--- src/pkg/ir_timer_pkg.sv ---
package ir_timer_pkg;

    // register offsets inside the timer bank
    localparam logic [3:0] ADDR_SHORT_CTRL = 4'h0;
    localparam logic [3:0] ADDR_SHARED     = 4'h1;
    localparam logic [3:0] ADDR_S_LOW_HOLD = 4'h4;
    localparam logic [3:0] ADDR_S_HI_HOLD  = 4'h5;
    localparam logic [3:0] ADDR_L_LO_HOLD  = 4'h6;
    localparam logic [3:0] ADDR_L_HI_HOLD  = 4'h7;
    localparam logic [3:0] ADDR_CAP_LOW    = 4'h8;
    localparam logic [3:0] ADDR_CAP_HIGH   = 4'h9;

    // write-one-to-clear bit positions
    localparam int BIT_TIMEOUT   = 5;
    localparam int BIT_RISE_FLAG = 1;
    localparam int BIT_FALL_FLAG = 0;

    // eight-bit timer control layout, msb first
    typedef struct packed {
        logic       run;
        logic       single;
        logic       timeout;
        logic [1:0] clk_sel;
        logic       cap_irq_en;
        logic       tmo_irq_en;
        logic       pin_route;
    } short_ctrl_t;

    // shared function control layout, msb first
    typedef struct packed {
        logic       demod;
        logic       route_sel;
        logic [1:0] combine_sel;
        logic [1:0] submode;
        logic       init_s;
        logic       init_l;
    } shared_ctrl_t;

    localparam short_ctrl_t  SHORT_CTRL_RST = 8'h00;
    localparam shared_ctrl_t SHARED_RST     = 8'h00;

    // combine codes (transmit) and edge codes (demodulation)
    localparam logic [1:0] COMB_AND  = 2'h0;
    localparam logic [1:0] COMB_OR   = 2'h1;
    localparam logic [1:0] COMB_NOR  = 2'h2;
    localparam logic [1:0] EDGE_FALL = 2'h0;
    localparam logic [1:0] EDGE_RISE = 2'h1;
    localparam logic [1:0] EDGE_BOTH = 2'h2;

    // submode codes (transmit) and filter codes (demodulation)
    localparam logic [1:0] SUB_NORMAL = 2'h0;
    localparam logic [1:0] SUB_PING   = 2'h1;
    localparam logic [1:0] SUB_FORCE0 = 2'h2;
    localparam logic [1:0] SUB_FORCE1 = 2'h3;
    localparam logic [1:0] FILT_4     = 2'h1;
    localparam logic [1:0] FILT_8     = 2'h2;

    // glitch filter widths in system clock cycles
    localparam logic [3:0] FILT_SHORT_CYCLES = 4'h4;
    localparam logic [3:0] FILT_LONG_CYCLES  = 4'h8;

endpackage

--- src/rtl/ir_dual_timer_control.sv ---
// Overview of operation
// RULE1 - capture count readable as high and low bytes
// RULE2 - control bit 7 starts, stops, reads run state
// RULE3 - bit 6 chooses reload or halt at terminal
// RULE4 - timeout flag set at terminal, write-one clears
// RULE5 - clock select picks system clock divided 1,2,4,8
// RULE6 - capture interrupt on detected edge when enabled
// RULE7 - timeout interrupt only when its mask set
// RULE8 - bit 0 routes short output to first pin
// RULE9 - flags, clock, masks survive stop-mode recovery; code clears the rise and fall flags
// RULE10 - common bit 7 picks transmit or demodulation
// RULE11 - bit 6 routes combined pin or picks input
// RULE12 - transmit combine: and, or, nor, nand
// RULE13 - demod edge select: fall, rise, both
// RULE14 - submode: normal, alternating, force 0, force 1
// RULE15 - writing normal submode ends alternating operation
// RULE16 - glitch filter rejects pulses under 4 or 8
// RULE17 - bit 1: short initial level or rise flag
// RULE18 - bit 0: long initial level or fall flag
// RULE19 - primary input capture also raises pin interrupt
// RULE20 - software beware read-modify-write clearing flags
// RULE21 - software clears timeout before enabling counters
// RULE22 - first count tick after enabling may be short
// RULE23 - start loads low hold if initial level 0
// RULE24 - long reload is high byte over low byte
`timescale 1ns/100ps
module ir_dual_timer_control
    import ir_timer_pkg::*;
(
    input  wire logic       mclk,
    input  wire logic       rst_n,
    input  wire logic       recovery_reset,
    input  wire logic [3:0] reg_addr,
    input  wire logic [7:0] reg_wdata,
    input  wire logic       reg_wr,
    input  wire logic       reg_rd,
    output logic      [7:0] reg_rdata,
    input  wire logic       primary_input_pin,
    input  wire logic       alternate_input_pin,
    input  wire logic       port_first_data,
    input  wire logic       port_combined_data,
    input  wire logic       long_run,
    input  wire logic       long_single,
    output logic            first_timer_pin,
    output logic            combined_output_pin,
    output logic            short_counter_output,
    output logic            long_counter_output,
    output logic            timer_irq,
    output logic            capture_irq,
    output logic            input_pin_interrupt
);

    short_ctrl_t  sctl_reg,  sctl_next;
    shared_ctrl_t shr_reg,   shr_next;
    logic [7:0]   s_low_reg, s_high_reg, l_low_reg, l_high_reg;
    logic [7:0]   cap_low_reg, cap_high_reg;
    logic [7:0]   s_cnt_reg, s_cnt_next;
    logic [15:0]  l_cnt_reg, l_cnt_next;
    logic [15:0]  cap_cnt_reg;
    logic         s_out_reg, s_out_next, l_out_reg, l_out_next;
    logic         l_act_reg, l_act_next, l_run_d_reg;
    logic [2:0]   pre_reg;
    logic [1:0]   prim_sync_reg, alt_sync_reg;
    logic         filt_reg, filt_d_reg;
    logic [3:0]   stab_reg;
    logic [7:0]   rdata_reg;
    logic         first_pin_reg, comb_pin_reg, tmo_irq_reg, cap_irq_reg, pin_irq_reg;

    // register decode
    wire wr_sctl   = reg_wr && (reg_addr == ADDR_SHORT_CTRL);
    wire wr_shr    = reg_wr && (reg_addr == ADDR_SHARED);
    wire demod     = shr_reg.demod;                                   // see RULE10
    wire ping      = !demod && (shr_reg.submode == SUB_PING);         // see RULE15
    wire forced    = !demod && shr_reg.submode[1];

    // free prescaler; a newly started counter meets it mid-phase
    wire [2:0] s_mask = 3'((3'h1 << sctl_reg.clk_sel) - 3'h1);         // see RULE5
    wire       s_tick = (pre_reg & s_mask) == s_mask;                 // see RULE22

    // short and long counter start, terminal and hand-over events
    wire s_wr_start = wr_sctl && reg_wdata[7] && !sctl_reg.run;       // see RULE2
    wire s_tc       = sctl_reg.run && !demod && s_tick && (s_cnt_reg == 8'h00);
    wire l_run_rise = long_run && !l_run_d_reg;
    wire l_tc       = l_act_reg && !demod && (l_cnt_reg == 16'h0000);
    wire s_handoff  = ping && l_tc;
    wire l_start    = (l_run_rise && !ping) || (ping && s_tc);
    wire s_start    = s_wr_start || s_handoff;
    wire s_stop_tc  = s_tc && (sctl_reg.single || ping);              // see RULE3
    wire s_tgl      = !s_out_reg;
    wire [7:0] s_load_start = shr_reg.init_s ? s_high_reg : s_low_reg; // see RULE23
    wire [7:0] s_load_tc    = s_tgl ? s_high_reg : s_low_reg;
    wire [15:0] l_load      = {l_high_reg, l_low_reg};                // see RULE24

    // input selection, glitch filter and edge detection
    wire in_sel      = shr_reg.route_sel ? alt_sync_reg[1] : prim_sync_reg[1]; // see RULE11
    wire [3:0] need  = (shr_reg.submode == FILT_4) ? FILT_SHORT_CYCLES :
                       (shr_reg.submode == FILT_8) ? FILT_LONG_CYCLES : 4'h1;  // see RULE16
    wire differ      = in_sel != filt_reg;
    wire accept      = differ && (stab_reg == 4'(need - 4'h1));
    wire rise        = demod && filt_reg && !filt_d_reg;
    wire fall        = demod && !filt_reg && filt_d_reg;
    wire rise_hit    = rise && ((shr_reg.combine_sel == EDGE_RISE) || (shr_reg.combine_sel == EDGE_BOTH));
    wire fall_hit    = fall && ((shr_reg.combine_sel == EDGE_FALL) || (shr_reg.combine_sel == EDGE_BOTH));
    wire edge_evt    = rise_hit || fall_hit;                          // see RULE13

    // combine logic of the two counter outputs
    wire comb_and  = s_out_reg & l_out_reg;
    wire comb_or   = s_out_reg | l_out_reg;
    wire comb_val  = (shr_reg.combine_sel == COMB_AND) ? comb_and :
                     (shr_reg.combine_sel == COMB_OR)  ? comb_or  :
                     (shr_reg.combine_sel == COMB_NOR) ? !comb_or : !comb_and; // see RULE12

    // write-one clear masks; set wins over clear
    wire clr_tmo  = wr_sctl && reg_wdata[BIT_TIMEOUT];
    wire clr_rise = wr_shr && reg_wdata[BIT_RISE_FLAG];
    wire clr_fall = wr_shr && reg_wdata[BIT_FALL_FLAG];

    // eight-bit control next value
    always_comb begin
        sctl_next = sctl_reg;
        if (wr_sctl) begin
            sctl_next            = short_ctrl_t'(reg_wdata);
            sctl_next.timeout    = sctl_reg.timeout;
        end
        if (s_stop_tc) begin
            sctl_next.run = 1'b0;                                     // see RULE3
        end
        if (s_handoff) begin
            sctl_next.run = 1'b1;
        end
        sctl_next.timeout = (sctl_reg.timeout && !clr_tmo) || s_tc;   // see RULE4
        if (recovery_reset) begin
            sctl_next.run       = 1'b0;                               // see RULE9
            sctl_next.single    = 1'b0;
            sctl_next.pin_route = 1'b0;
        end
    end

    // shared control next value; flag bits in demodulation
    always_comb begin
        shr_next = shr_reg;
        if (wr_shr) begin
            shr_next = shared_ctrl_t'(reg_wdata);
            if (demod && reg_wdata[7]) begin
                shr_next.init_s = shr_reg.init_s;
                shr_next.init_l = shr_reg.init_l;
            end
        end
        if (demod && (!wr_shr || reg_wdata[7])) begin
            shr_next.init_s = (shr_reg.init_s && !clr_rise) || rise_hit; // see RULE17
            shr_next.init_l = (shr_reg.init_l && !clr_fall) || fall_hit; // see RULE18
        end
        if (recovery_reset) begin
            shr_next             = SHARED_RST;                        // see RULE9
            shr_next.combine_sel = shr_reg.combine_sel;
        end
    end

    // short counter datapath
    always_comb begin
        s_cnt_next = s_cnt_reg;
        s_out_next = s_out_reg;
        if (s_start) begin
            s_cnt_next = s_load_start;                                // see RULE23
            s_out_next = shr_reg.init_s;
        end else if (s_tc) begin
            s_out_next = s_tgl;
            s_cnt_next = s_load_tc;
        end else if (sctl_reg.run && s_tick) begin
            s_cnt_next = 8'(s_cnt_reg - 8'h01);
        end else if (!sctl_reg.run) begin
            s_out_next = !shr_reg.init_s;
        end
    end

    // long counter datapath with forced levels
    always_comb begin
        l_cnt_next = l_cnt_reg;
        l_out_next = l_out_reg;
        l_act_next = l_act_reg;
        if (l_start) begin
            l_act_next = 1'b1;
            l_cnt_next = l_load;                                      // see RULE24
            l_out_next = shr_reg.init_l;
        end else if (l_tc) begin
            l_out_next = !l_out_reg;
            l_cnt_next = l_load;
            l_act_next = !(long_single || ping);
        end else if (l_act_reg) begin
            l_cnt_next = 16'(l_cnt_reg - 16'h0001);
        end else begin
            l_out_next = !shr_reg.init_l;
        end
        if (!ping && !long_run) begin
            l_act_next = 1'b0;
        end
        if (forced) begin
            l_out_next = (shr_reg.submode == SUB_FORCE1);             // see RULE14
        end
        if (recovery_reset) begin
            l_act_next = 1'b0;
        end
    end

    // read data selection
    wire [7:0] rd_mux = (reg_addr == ADDR_SHORT_CTRL) ? sctl_reg    :
                        (reg_addr == ADDR_SHARED)     ? shr_reg     :
                        (reg_addr == ADDR_S_LOW_HOLD) ? s_low_reg   :
                        (reg_addr == ADDR_S_HI_HOLD)  ? s_high_reg  :
                        (reg_addr == ADDR_L_LO_HOLD)  ? l_low_reg   :
                        (reg_addr == ADDR_L_HI_HOLD)  ? l_high_reg  :
                        (reg_addr == ADDR_CAP_LOW)    ? cap_low_reg :
                        (reg_addr == ADDR_CAP_HIGH)   ? cap_high_reg : 8'h00; // see RULE1

    // control and hold registers
    always_ff @(posedge mclk or negedge rst_n) begin
        if (!rst_n) begin
            sctl_reg   <= SHORT_CTRL_RST;
            shr_reg    <= SHARED_RST;
            s_low_reg  <= 8'h00;
            s_high_reg <= 8'h00;
            l_low_reg  <= 8'h00;
            l_high_reg <= 8'h00;
        end else begin
            sctl_reg <= sctl_next;
            shr_reg  <= shr_next;
            if (reg_wr && reg_addr == ADDR_S_LOW_HOLD) s_low_reg  <= reg_wdata;
            if (reg_wr && reg_addr == ADDR_S_HI_HOLD)  s_high_reg <= reg_wdata;
            if (reg_wr && reg_addr == ADDR_L_LO_HOLD)  l_low_reg  <= reg_wdata;
            if (reg_wr && reg_addr == ADDR_L_HI_HOLD)  l_high_reg <= reg_wdata;
        end
    end

    // counters and prescaler
    always_ff @(posedge mclk or negedge rst_n) begin
        if (!rst_n) begin
            pre_reg     <= 3'h0;
            s_cnt_reg   <= 8'h00;
            s_out_reg   <= 1'b1;
            l_cnt_reg   <= 16'h0000;
            l_out_reg   <= 1'b1;
            l_act_reg   <= 1'b0;
            l_run_d_reg <= 1'b0;
        end else begin
            pre_reg     <= 3'(pre_reg + 3'h1);
            s_cnt_reg   <= s_cnt_next;
            s_out_reg   <= s_out_next;
            l_cnt_reg   <= l_cnt_next;
            l_out_reg   <= l_out_next;
            l_act_reg   <= l_act_next;
            l_run_d_reg <= long_run;
        end
    end

    // pin synchronisers, glitch filter and capture
    always_ff @(posedge mclk or negedge rst_n) begin
        if (!rst_n) begin
            prim_sync_reg <= 2'h0;
            alt_sync_reg  <= 2'h0;
            filt_reg      <= 1'b0;
            filt_d_reg    <= 1'b0;
            stab_reg      <= 4'h0;
            cap_cnt_reg   <= 16'h0000;
            cap_low_reg   <= 8'h00;
            cap_high_reg  <= 8'h00;
        end else begin
            prim_sync_reg <= {prim_sync_reg[0], primary_input_pin};
            alt_sync_reg  <= {alt_sync_reg[0], alternate_input_pin};
            stab_reg      <= (differ && !accept) ? 4'(stab_reg + 4'h1) : 4'h0;
            if (accept) filt_reg <= in_sel;                           // see RULE16
            filt_d_reg    <= filt_reg;
            cap_cnt_reg   <= (!demod || edge_evt) ? 16'h0000 : 16'(cap_cnt_reg + 16'h0001);
            if (edge_evt) begin
                cap_low_reg  <= cap_cnt_reg[7:0];                     // see RULE1
                cap_high_reg <= cap_cnt_reg[15:8];
            end
        end
    end

    // registered outputs: pins, interrupts and read data
    always_ff @(posedge mclk or negedge rst_n) begin
        if (!rst_n) begin
            first_pin_reg <= 1'b0;
            comb_pin_reg  <= 1'b0;
            tmo_irq_reg   <= 1'b0;
            cap_irq_reg   <= 1'b0;
            pin_irq_reg   <= 1'b0;
            rdata_reg     <= 8'h00;
        end else begin
            first_pin_reg <= sctl_reg.pin_route ? s_out_reg : port_first_data;             // see RULE8
            comb_pin_reg  <= (!demod && shr_reg.route_sel) ? comb_val : port_combined_data; // see RULE11
            tmo_irq_reg   <= s_tc && sctl_reg.tmo_irq_en;                                // see RULE7
            cap_irq_reg   <= edge_evt && sctl_reg.cap_irq_en;                            // see RULE6
            pin_irq_reg   <= edge_evt && !shr_reg.route_sel;                             // see RULE19
            if (reg_rd) rdata_reg <= rd_mux;
        end
    end

    assign reg_rdata            = rdata_reg;
    assign first_timer_pin      = first_pin_reg;
    assign combined_output_pin  = comb_pin_reg;
    assign short_counter_output = s_out_reg;
    assign long_counter_output  = l_out_reg;
    assign timer_irq            = tmo_irq_reg;
    assign capture_irq          = cap_irq_reg;
    assign input_pin_interrupt  = pin_irq_reg;
endmodule

--- config.mk ---
export PLATFORM = sky130hd
export DESIGN_NAME = ir_dual_timer_control
export DESIGN_NICKNAME = d
export VERILOG_FILES = /design/src/pkg/ir_timer_pkg.sv /design/src/rtl/ir_dual_timer_control.sv
export SDC_FILE = /design/constraint.sdc
export NUM_CORES = 1
export LEC_CHECK = 0
export BUFFER_PORTS_ARGS = -buffer_cell sky130_fd_sc_hd__buf_2
export CAP_MARGIN = 15
export CORE_UTILIZATION = 55
export DETAILED_ROUTE_END_ITERATION = 12
export MAX_ROUTING_LAYER = met4
export PLACE_DENSITY = 0.82
export SYNTH_ARGS = -nofsm -noshare
export SYNTH_HDL_FRONTEND = slang
export SYNTH_SLANG_ARGS = --single-unit
--- constraint.sdc ---
create_clock -name mclk -period 6.5 [get_ports mclk]
set_clock_uncertainty 0.15 [all_clocks]
set_input_delay 1.3 -clock mclk [delete_from_list [all_inputs] [get_ports mclk]]
set_output_delay 1.3 -clock mclk [all_outputs]
set_load 0.01 [all_outputs]
==> summary.md, run 1 <==
| Metric | Value |
|---|---|
| Status | `finished clean` |
| Root buffer cell | `clkbuf_16` |
| CP endpoint kind | `flop` |
| Fin cells | `918` |
| Die height | `115 µm` |
| Drt drc | `0` |
| Max incr delay on CP | `870 ps` |
| Switching Power | `709 µW` |
| Max-cap viol count | `0` |
| # port buffers | `37` |
| Crit path kind | `input pin to flop` |
| GRT Total Usage | `30.2%` |
| Avg WL per Cell | `a little under 20 µm` |
| Largest net degree at the start of global routing | `81` |
| Rel. slew slack | `between 20% and 30%` |
| Critical Path AT | `3450 ps` |
| Starting density of the core | `between 50% and 60%` |
| WP data required | `6650 ps` |
| CTS H-tree depth | `4` |
| Final Cell Area | `0.00800 mm²` |
| Sink Count | `134` |
| PD cells | `between 300 and 400 mW/mm²` |
| IO Count | `38` |
| Cts bufs inserted | `17` |
| Initial antenna violation count | `0` |
| Final period utilization | `between 50% and 60%` |
| Setup violators final | `0` |
| Inserted Diodes | `0` |
| VDD IR max | `0.253 mV` |
| Vias | `roughly 5700` |
| Slowest stage cell, crit path | `nor2b_1` |
| Mean number of vias per cell | `6.18` |
| Post-CTS Setup Bufs | `0` |
| Area grow syn2layout | `13.3%` |
| Worst-case clock buffer depth | `2` |
| DRT iter0 DRCs | `516` |
| CP startpoint kind | `input pin` |
| Syn Nets | `748` |
| Power Total | `2580 µW` |
| Synth Instances | `711` |
| Top cell family by delay on the critical path | `simple AND/OR/NAND/NOR gates` |
| Vias in the first global route | `5577` |
| Cell area after synthesis | `0.00706 mm²` |
| Worst-Skew Late Latency | `420 ps` |
| Die Area | `approximately 0.013 mm²` |
| First-pass GRT wire length | `slightly below 30000 µm` |
| Register share of total power | `about 43%` |
| DR pass1 iterations | `7` |
| Worst-Margin Slew | `1080 ps` |
| Clk pwr share | `42.9%` |
| Post-cts resize count | `0` |
| Leakage | `0.00355 µW` |
| Switching share of power | `27.5%` |
| Synth Register Bits | `134` |
| Post-synth EDFFs | `0` |
| CTS tree | `yes` |
| Hold Vio Cnt, Final | `0` |
| Buffer and inverter count on the worst path | `1` |
| Top FF cell, synth | `dfrtp_1` |
| RSZ-0062 raised after global routing | `no` |
| Critical path launch point | `reg_addr[2]` |
| Share of the yosys chip area belonging to registers | `47.5%` |
| Cell Area, Placed | `0.00731 mm²` |
| Distinct cells, synth | `64` |
| Die Wd | `between 100 and 150 µm` |
| Dpl hpwl | `12600 µm` |
| Async S/R FF share, synth | `100%` |
| Row count | `approximately 40` |
| Setup TNS | `0 ps` |
| Reg clk slew, reported paths | `60 ps` |
| Post-route ant nets | `0` |
| Post-cts hold buffer count | `0` |
| Fmax | `0.304 GHz` |
| YS warnings | `0` |
| Int Pwr | `1870 µW` |
| Min-delay worst type | `flop to flop` |
| Nets@finish | `just under 800` |
| Hold_sp | `alt_sync_reg[0]` |
| GP Congestion | `0.922` |
| Overflow after GRT | `0` |
| Maximum fanout along the worst path | `18` |
| Post-Place Cells | `around 890` |
| Mean post-synth cell area | `around 9.9 µm²` |
| Max-slew violation count | `0` |
| Area of the core | `0.0126 mm²` |
| Worst r2r src | `demod` |
| Tmin final | `3290 ps` |
| Share of layout cells above drive strength 1 | `18.4%` |
| Combinational share of power | `14.3%` |
| Critical-path cell list | `buf_2 > nor2b_1 > nand2_1 > nor2_1 > mux2_2` |
| Final wirelength | `17700 µm` |
kinds of logic (layout without fill, tap and decap cells):
family	after synthesis	in the layout	share of synthesized area, %
buf+inv	63	98	3.88
fa+ha+maj	14	14	2.48
simple gates	237	237	16.5
mux	76	76	11.7
compound gates	168	168	15.6
flops	134	134	47.5
xor+xnor	19	19	2.36
synth_stat cells, types with 3 or more instances:
library cell	n	share of area [%]
a21oi_1	37	2.6
a2bb2oi_1	4	0.50
nand4_1	4	0.35
o221ai_1	7	0.87
inv_1	27	1.4
o32ai_1	4	0.50
and3_1	10	0.89
a31oi_1	3	0.27
ha_1	14	2.5
buf_2	6	0.43
nor2_1	77	4.1
nor3_1	12	0.85
clkbuf_1	23	1.2
o31ai_1	4	0.43
a32oi_1	6	0.74
nor2b_1	15	1.3
a22oi_1	14	1.5
buf_6	4	0.64
a21o_1	4	0.43
and2_1	3	0.27
xor2_1	10	1.2
o22ai_1	9	0.80
nand2_1	66	3.5
nand3_1	14	0.99
mux2_2	52	8.3
a211oi_1	13	1.4
xnor2_1	9	1.1
or3_1	3	0.27
buf_1	3	0.16
mux2i_1	24	3.4
nor3b_1	3	0.32
nor4_1	5	0.44
dfrtp_1	132	47
nand2b_1	10	0.89
o21ai_0	42	3.0
area by class of cell:
class                           instances  area, µm²
Fill cell                            1000       4570
Multi-Input combinational cell        514       3430
Sequential cell                       134       3360
Clock buffer                           20        467
Clock inverter                         12        223
Tap cell                              172        215
Timing Repair Buffer                   39        206
Inverter                               27        101
metrics by stage:
stage	worst slack (ps)	util [%]	hold slack [ps]
floorplan	3500	-	181
CTS	3240	63.7	206
detailed placement	2810	58.2	194
global route	2950	63.7	208
finish	3210	63.7	205
global placement	2920	58.2	185
final timing paths:
check,cells past startpoint,slack (ps),endpoint
min in group asynchronous,1,670,l_cnt_reg[7]
worst max register to register,6,3650,l_cnt_reg[3]
max in group asynchronous,2,4160,stab_reg[3]
worst min-delay path,0,200,alt_sync_reg[1]
worst max-delay path,5,3210,l_low_reg[1]
worst min register to register,0,200,alt_sync_reg[1]
cells in the final DEF, fill, tap and decap left out, types with 15 or more instances in the layout:
cell,instances
a21oi_1,37
buf_2,36
clkbuf_16,17
dfrtp_1,132
inv_1,27
mux2_2,52
mux2i_1,24
nand2_1,66
nor2_1,77
nor2b_1,15
o21ai_0,42
metal layers:
metal	GRT usage, %	part of all wire, %	vias to the layer above
met1	39.3	43	2799
met4	14.2	3.1	0
met5	-	0	-
li1	-	-	2601
met3	6.54	6.4	44
met2	45.1	47	230
power by group through the flow:
stage          logic [µW]  clock network (µW)  registers, µW
6_report              369                1110           1110
5_1_grt               412                1160           1120
3_5_place_dp          361                   0           1110
2_1_floorplan         271                   0           1050
3_3_place_gp          341                   0           1100
4_1_cts               367                1120           1100
Note: power is estimated with default switching activity, not from simulation.
==> run 2, diff against run 1 <==
- PLACE_DENSITY: 0.82 -> 0.85
- clock period: 6.5 -> 2.8 ns (I/O delays scaled with it)
==> summary.md, run 2 (synthesized netlist as in run 1, its figures left out) <==
| Metric | Value |
|---|---|
| Hold_sp | `primary_input_pin` |
| Mean number of vias per cell | `6.13 (-0.82%)` |
| Register area | `0.00336 mm² (unchanged)` |
| Commonest non-fill, non-tap cell in the layout | `dfrtp_1` |
| Sink Count | `134 (unchanged)` |
| Max-cap viol count | `0 (unchanged)` |
| Final wirelength | `18600 µm (+4.9%)` |
| Critical Path AT | `2730 ps (-720 ps)` |
| GP Congestion | `0.904 (-2.0%)` |
| GRT Total Usage | `31.7% (+1.5 points)` |
| Root buffer cell | `clkbuf_16` |
| # port buffers | `37 (unchanged)` |
| Setup TNS | `0 ps (unchanged)` |
| Power Total | `6000 µW (+130%)` |
| Fillers | `957 (-4.3%)` |
| Worst-Skew Late Latency | `430 ps (about the same)` |
| Starting density of the core | `56.2% (unchanged)` |
| Reg clk slew, reported paths | `60 ps (about the same)` |
| Area of the core | `0.0126 mm² (unchanged)` |
| Footprint of the multi-input gates | `0.00344 mm² (+0.26%)` |
| Drt drc | `0 (unchanged)` |
| DRT iter0 DRCs | `511 (-0.97%)` |
| Worst-case clock buffer depth | `2 (unchanged)` |
| Status | `finished clean` |
| Fmax | `0.389 GHz` |
| Cts bufs inserted | `17 (unchanged)` |
| Die height | `115 µm (unchanged)` |
| Rel. slew slack | `50.3% (+22 points)` |
| Max-slew violation count | `0 (unchanged)` |
| Overflow after GRT | `0 (unchanged)` |
| Tmin final | `2570 ps` |
| Die Area | `0.0133 mm² (unchanged)` |
| WP data required | `2960 ps (-3690 ps)` |
| CP endpoint kind | `flop` |
| IO Count | `38 (unchanged)` |
| Share of layout cells above drive strength 1 | `20.3% (+1.9 points)` |
| Largest net degree at the start of global routing | `51 (-37%)` |
| Crit path kind | `flop to flop` |
| Vias | `5744 (+1.2%)` |
| R2R Setup Slk | `230 ps (-3420 ps)` |
| Worst r2r src | `l_cnt_reg[7]` |
| Inserted Diodes | `0 (unchanged)` |
| CTS tree | `yes` |
| First-pass GRT wire length | `30100 µm (+3.7%)` |
| CP startpoint kind | `flop` |
| Hold slack final | `86.0 ps (-119 ps)` |
| Area grow syn2layout | `15.5%` |
| Critical path launch point | `l_cnt_reg[7]` |
| Min-delay worst type | `input pin to flop` |
| Initial antenna violation count | `0 (unchanged)` |
| Dpl hpwl | `13300 µm (+5.2%)` |
| Die Wd | `115 µm (unchanged)` |
| Worst-Margin Slew | `745 ps (-331 ps)` |
| Avg WL per Cell | `19.8 µm (+2.8%)` |
| Maximum fanout along the worst path | `24 (+6)` |
| Setup violators final | `0 (unchanged)` |
| Leakage | `0.00364 µW (+2.7%)` |
| CTS H-tree depth | `4 (unchanged)` |
| Row count | `41 (unchanged)` |
| DR pass1 iterations | `5 (-2)` |
| Final period utilization | `91.7%` |
| Hold Vio Cnt, Final | `0 (unchanged)` |
| Nets@finish | `789 (+2.5%)` |
| Most frequent cells in the layout | `dfrtp_1 (132), nor2_1 (77), nand2_1 (66)` |
| Vias in the first global route | `5711 (+2.4%)` |
| VDD IR max | `0.444 mV (+76%)` |
| RSZ-0062 raised after global routing | `no` |
| Post-route ant nets | `0 (unchanged)` |
| PD cells | `735 mW/mm² (+130%)` |
-- run 2: final timing paths --
path,cells after the start,endpoint
max in group asynchronous,3,short_counter_output
max reg2reg,6,l_cnt_reg[3]
min,1,prim_sync_reg[0]
max,6,l_cnt_reg[3]
min reg2reg,0,prim_sync_reg[1]
min in group asynchronous,2,l_run_d_reg
-- run 2: routing by layer --
metal  global-route usage [%]  routed length [µm]
met4                     15.9                 761
met5                        -                   0
met1                     39.6                7650
met3                     6.22                1190
met2                     49.2                8950
-- run 2: area by class of cell --
type,instances,area share [%]
clock inverter,11,2.71
timing repair buffer,58,4.46
sequential,134,41.1
tap,172,2.64
multi-input combinational,514,42.2
clock buffer,21,5.64
inverter,27,1.24
-- run 2: what timing repair did --
action / 4_1_cts / 5_1_grt
hold endpoints to repair: 31 / 0
hold buffers: 1 / 0
setup endpoints to repair: 0 / 1
resized for setup: 0 / 1
buffers inserted: 0 / 0
-- run 2: power by group --
group	internal [µW]	switching (µW)
logic	411	473
registers	2210	351
clock network	1720	832
-- run 2: critical path: stages (launching register included) --
cell and delay (ps):
dfrtp_1 430, nor4_1 390, nand2b_1 240, or2_1 430, nand3_4 290, o21ai_0 190
a211o_1 320
-- run 2: per-stage QoR --
step                      instance area (µm²)  std cells  util, %  setup slack [ps]
after floorplan                          7060        711        -               540
after global placement                   7460        904     59.3              96.1
after detailed placement                 7460        904     59.3             -32.5
after CTS                                8150        937     64.8               225
after global routing                     8160        937     64.9              84.7
final                                    8160        937     64.9               232
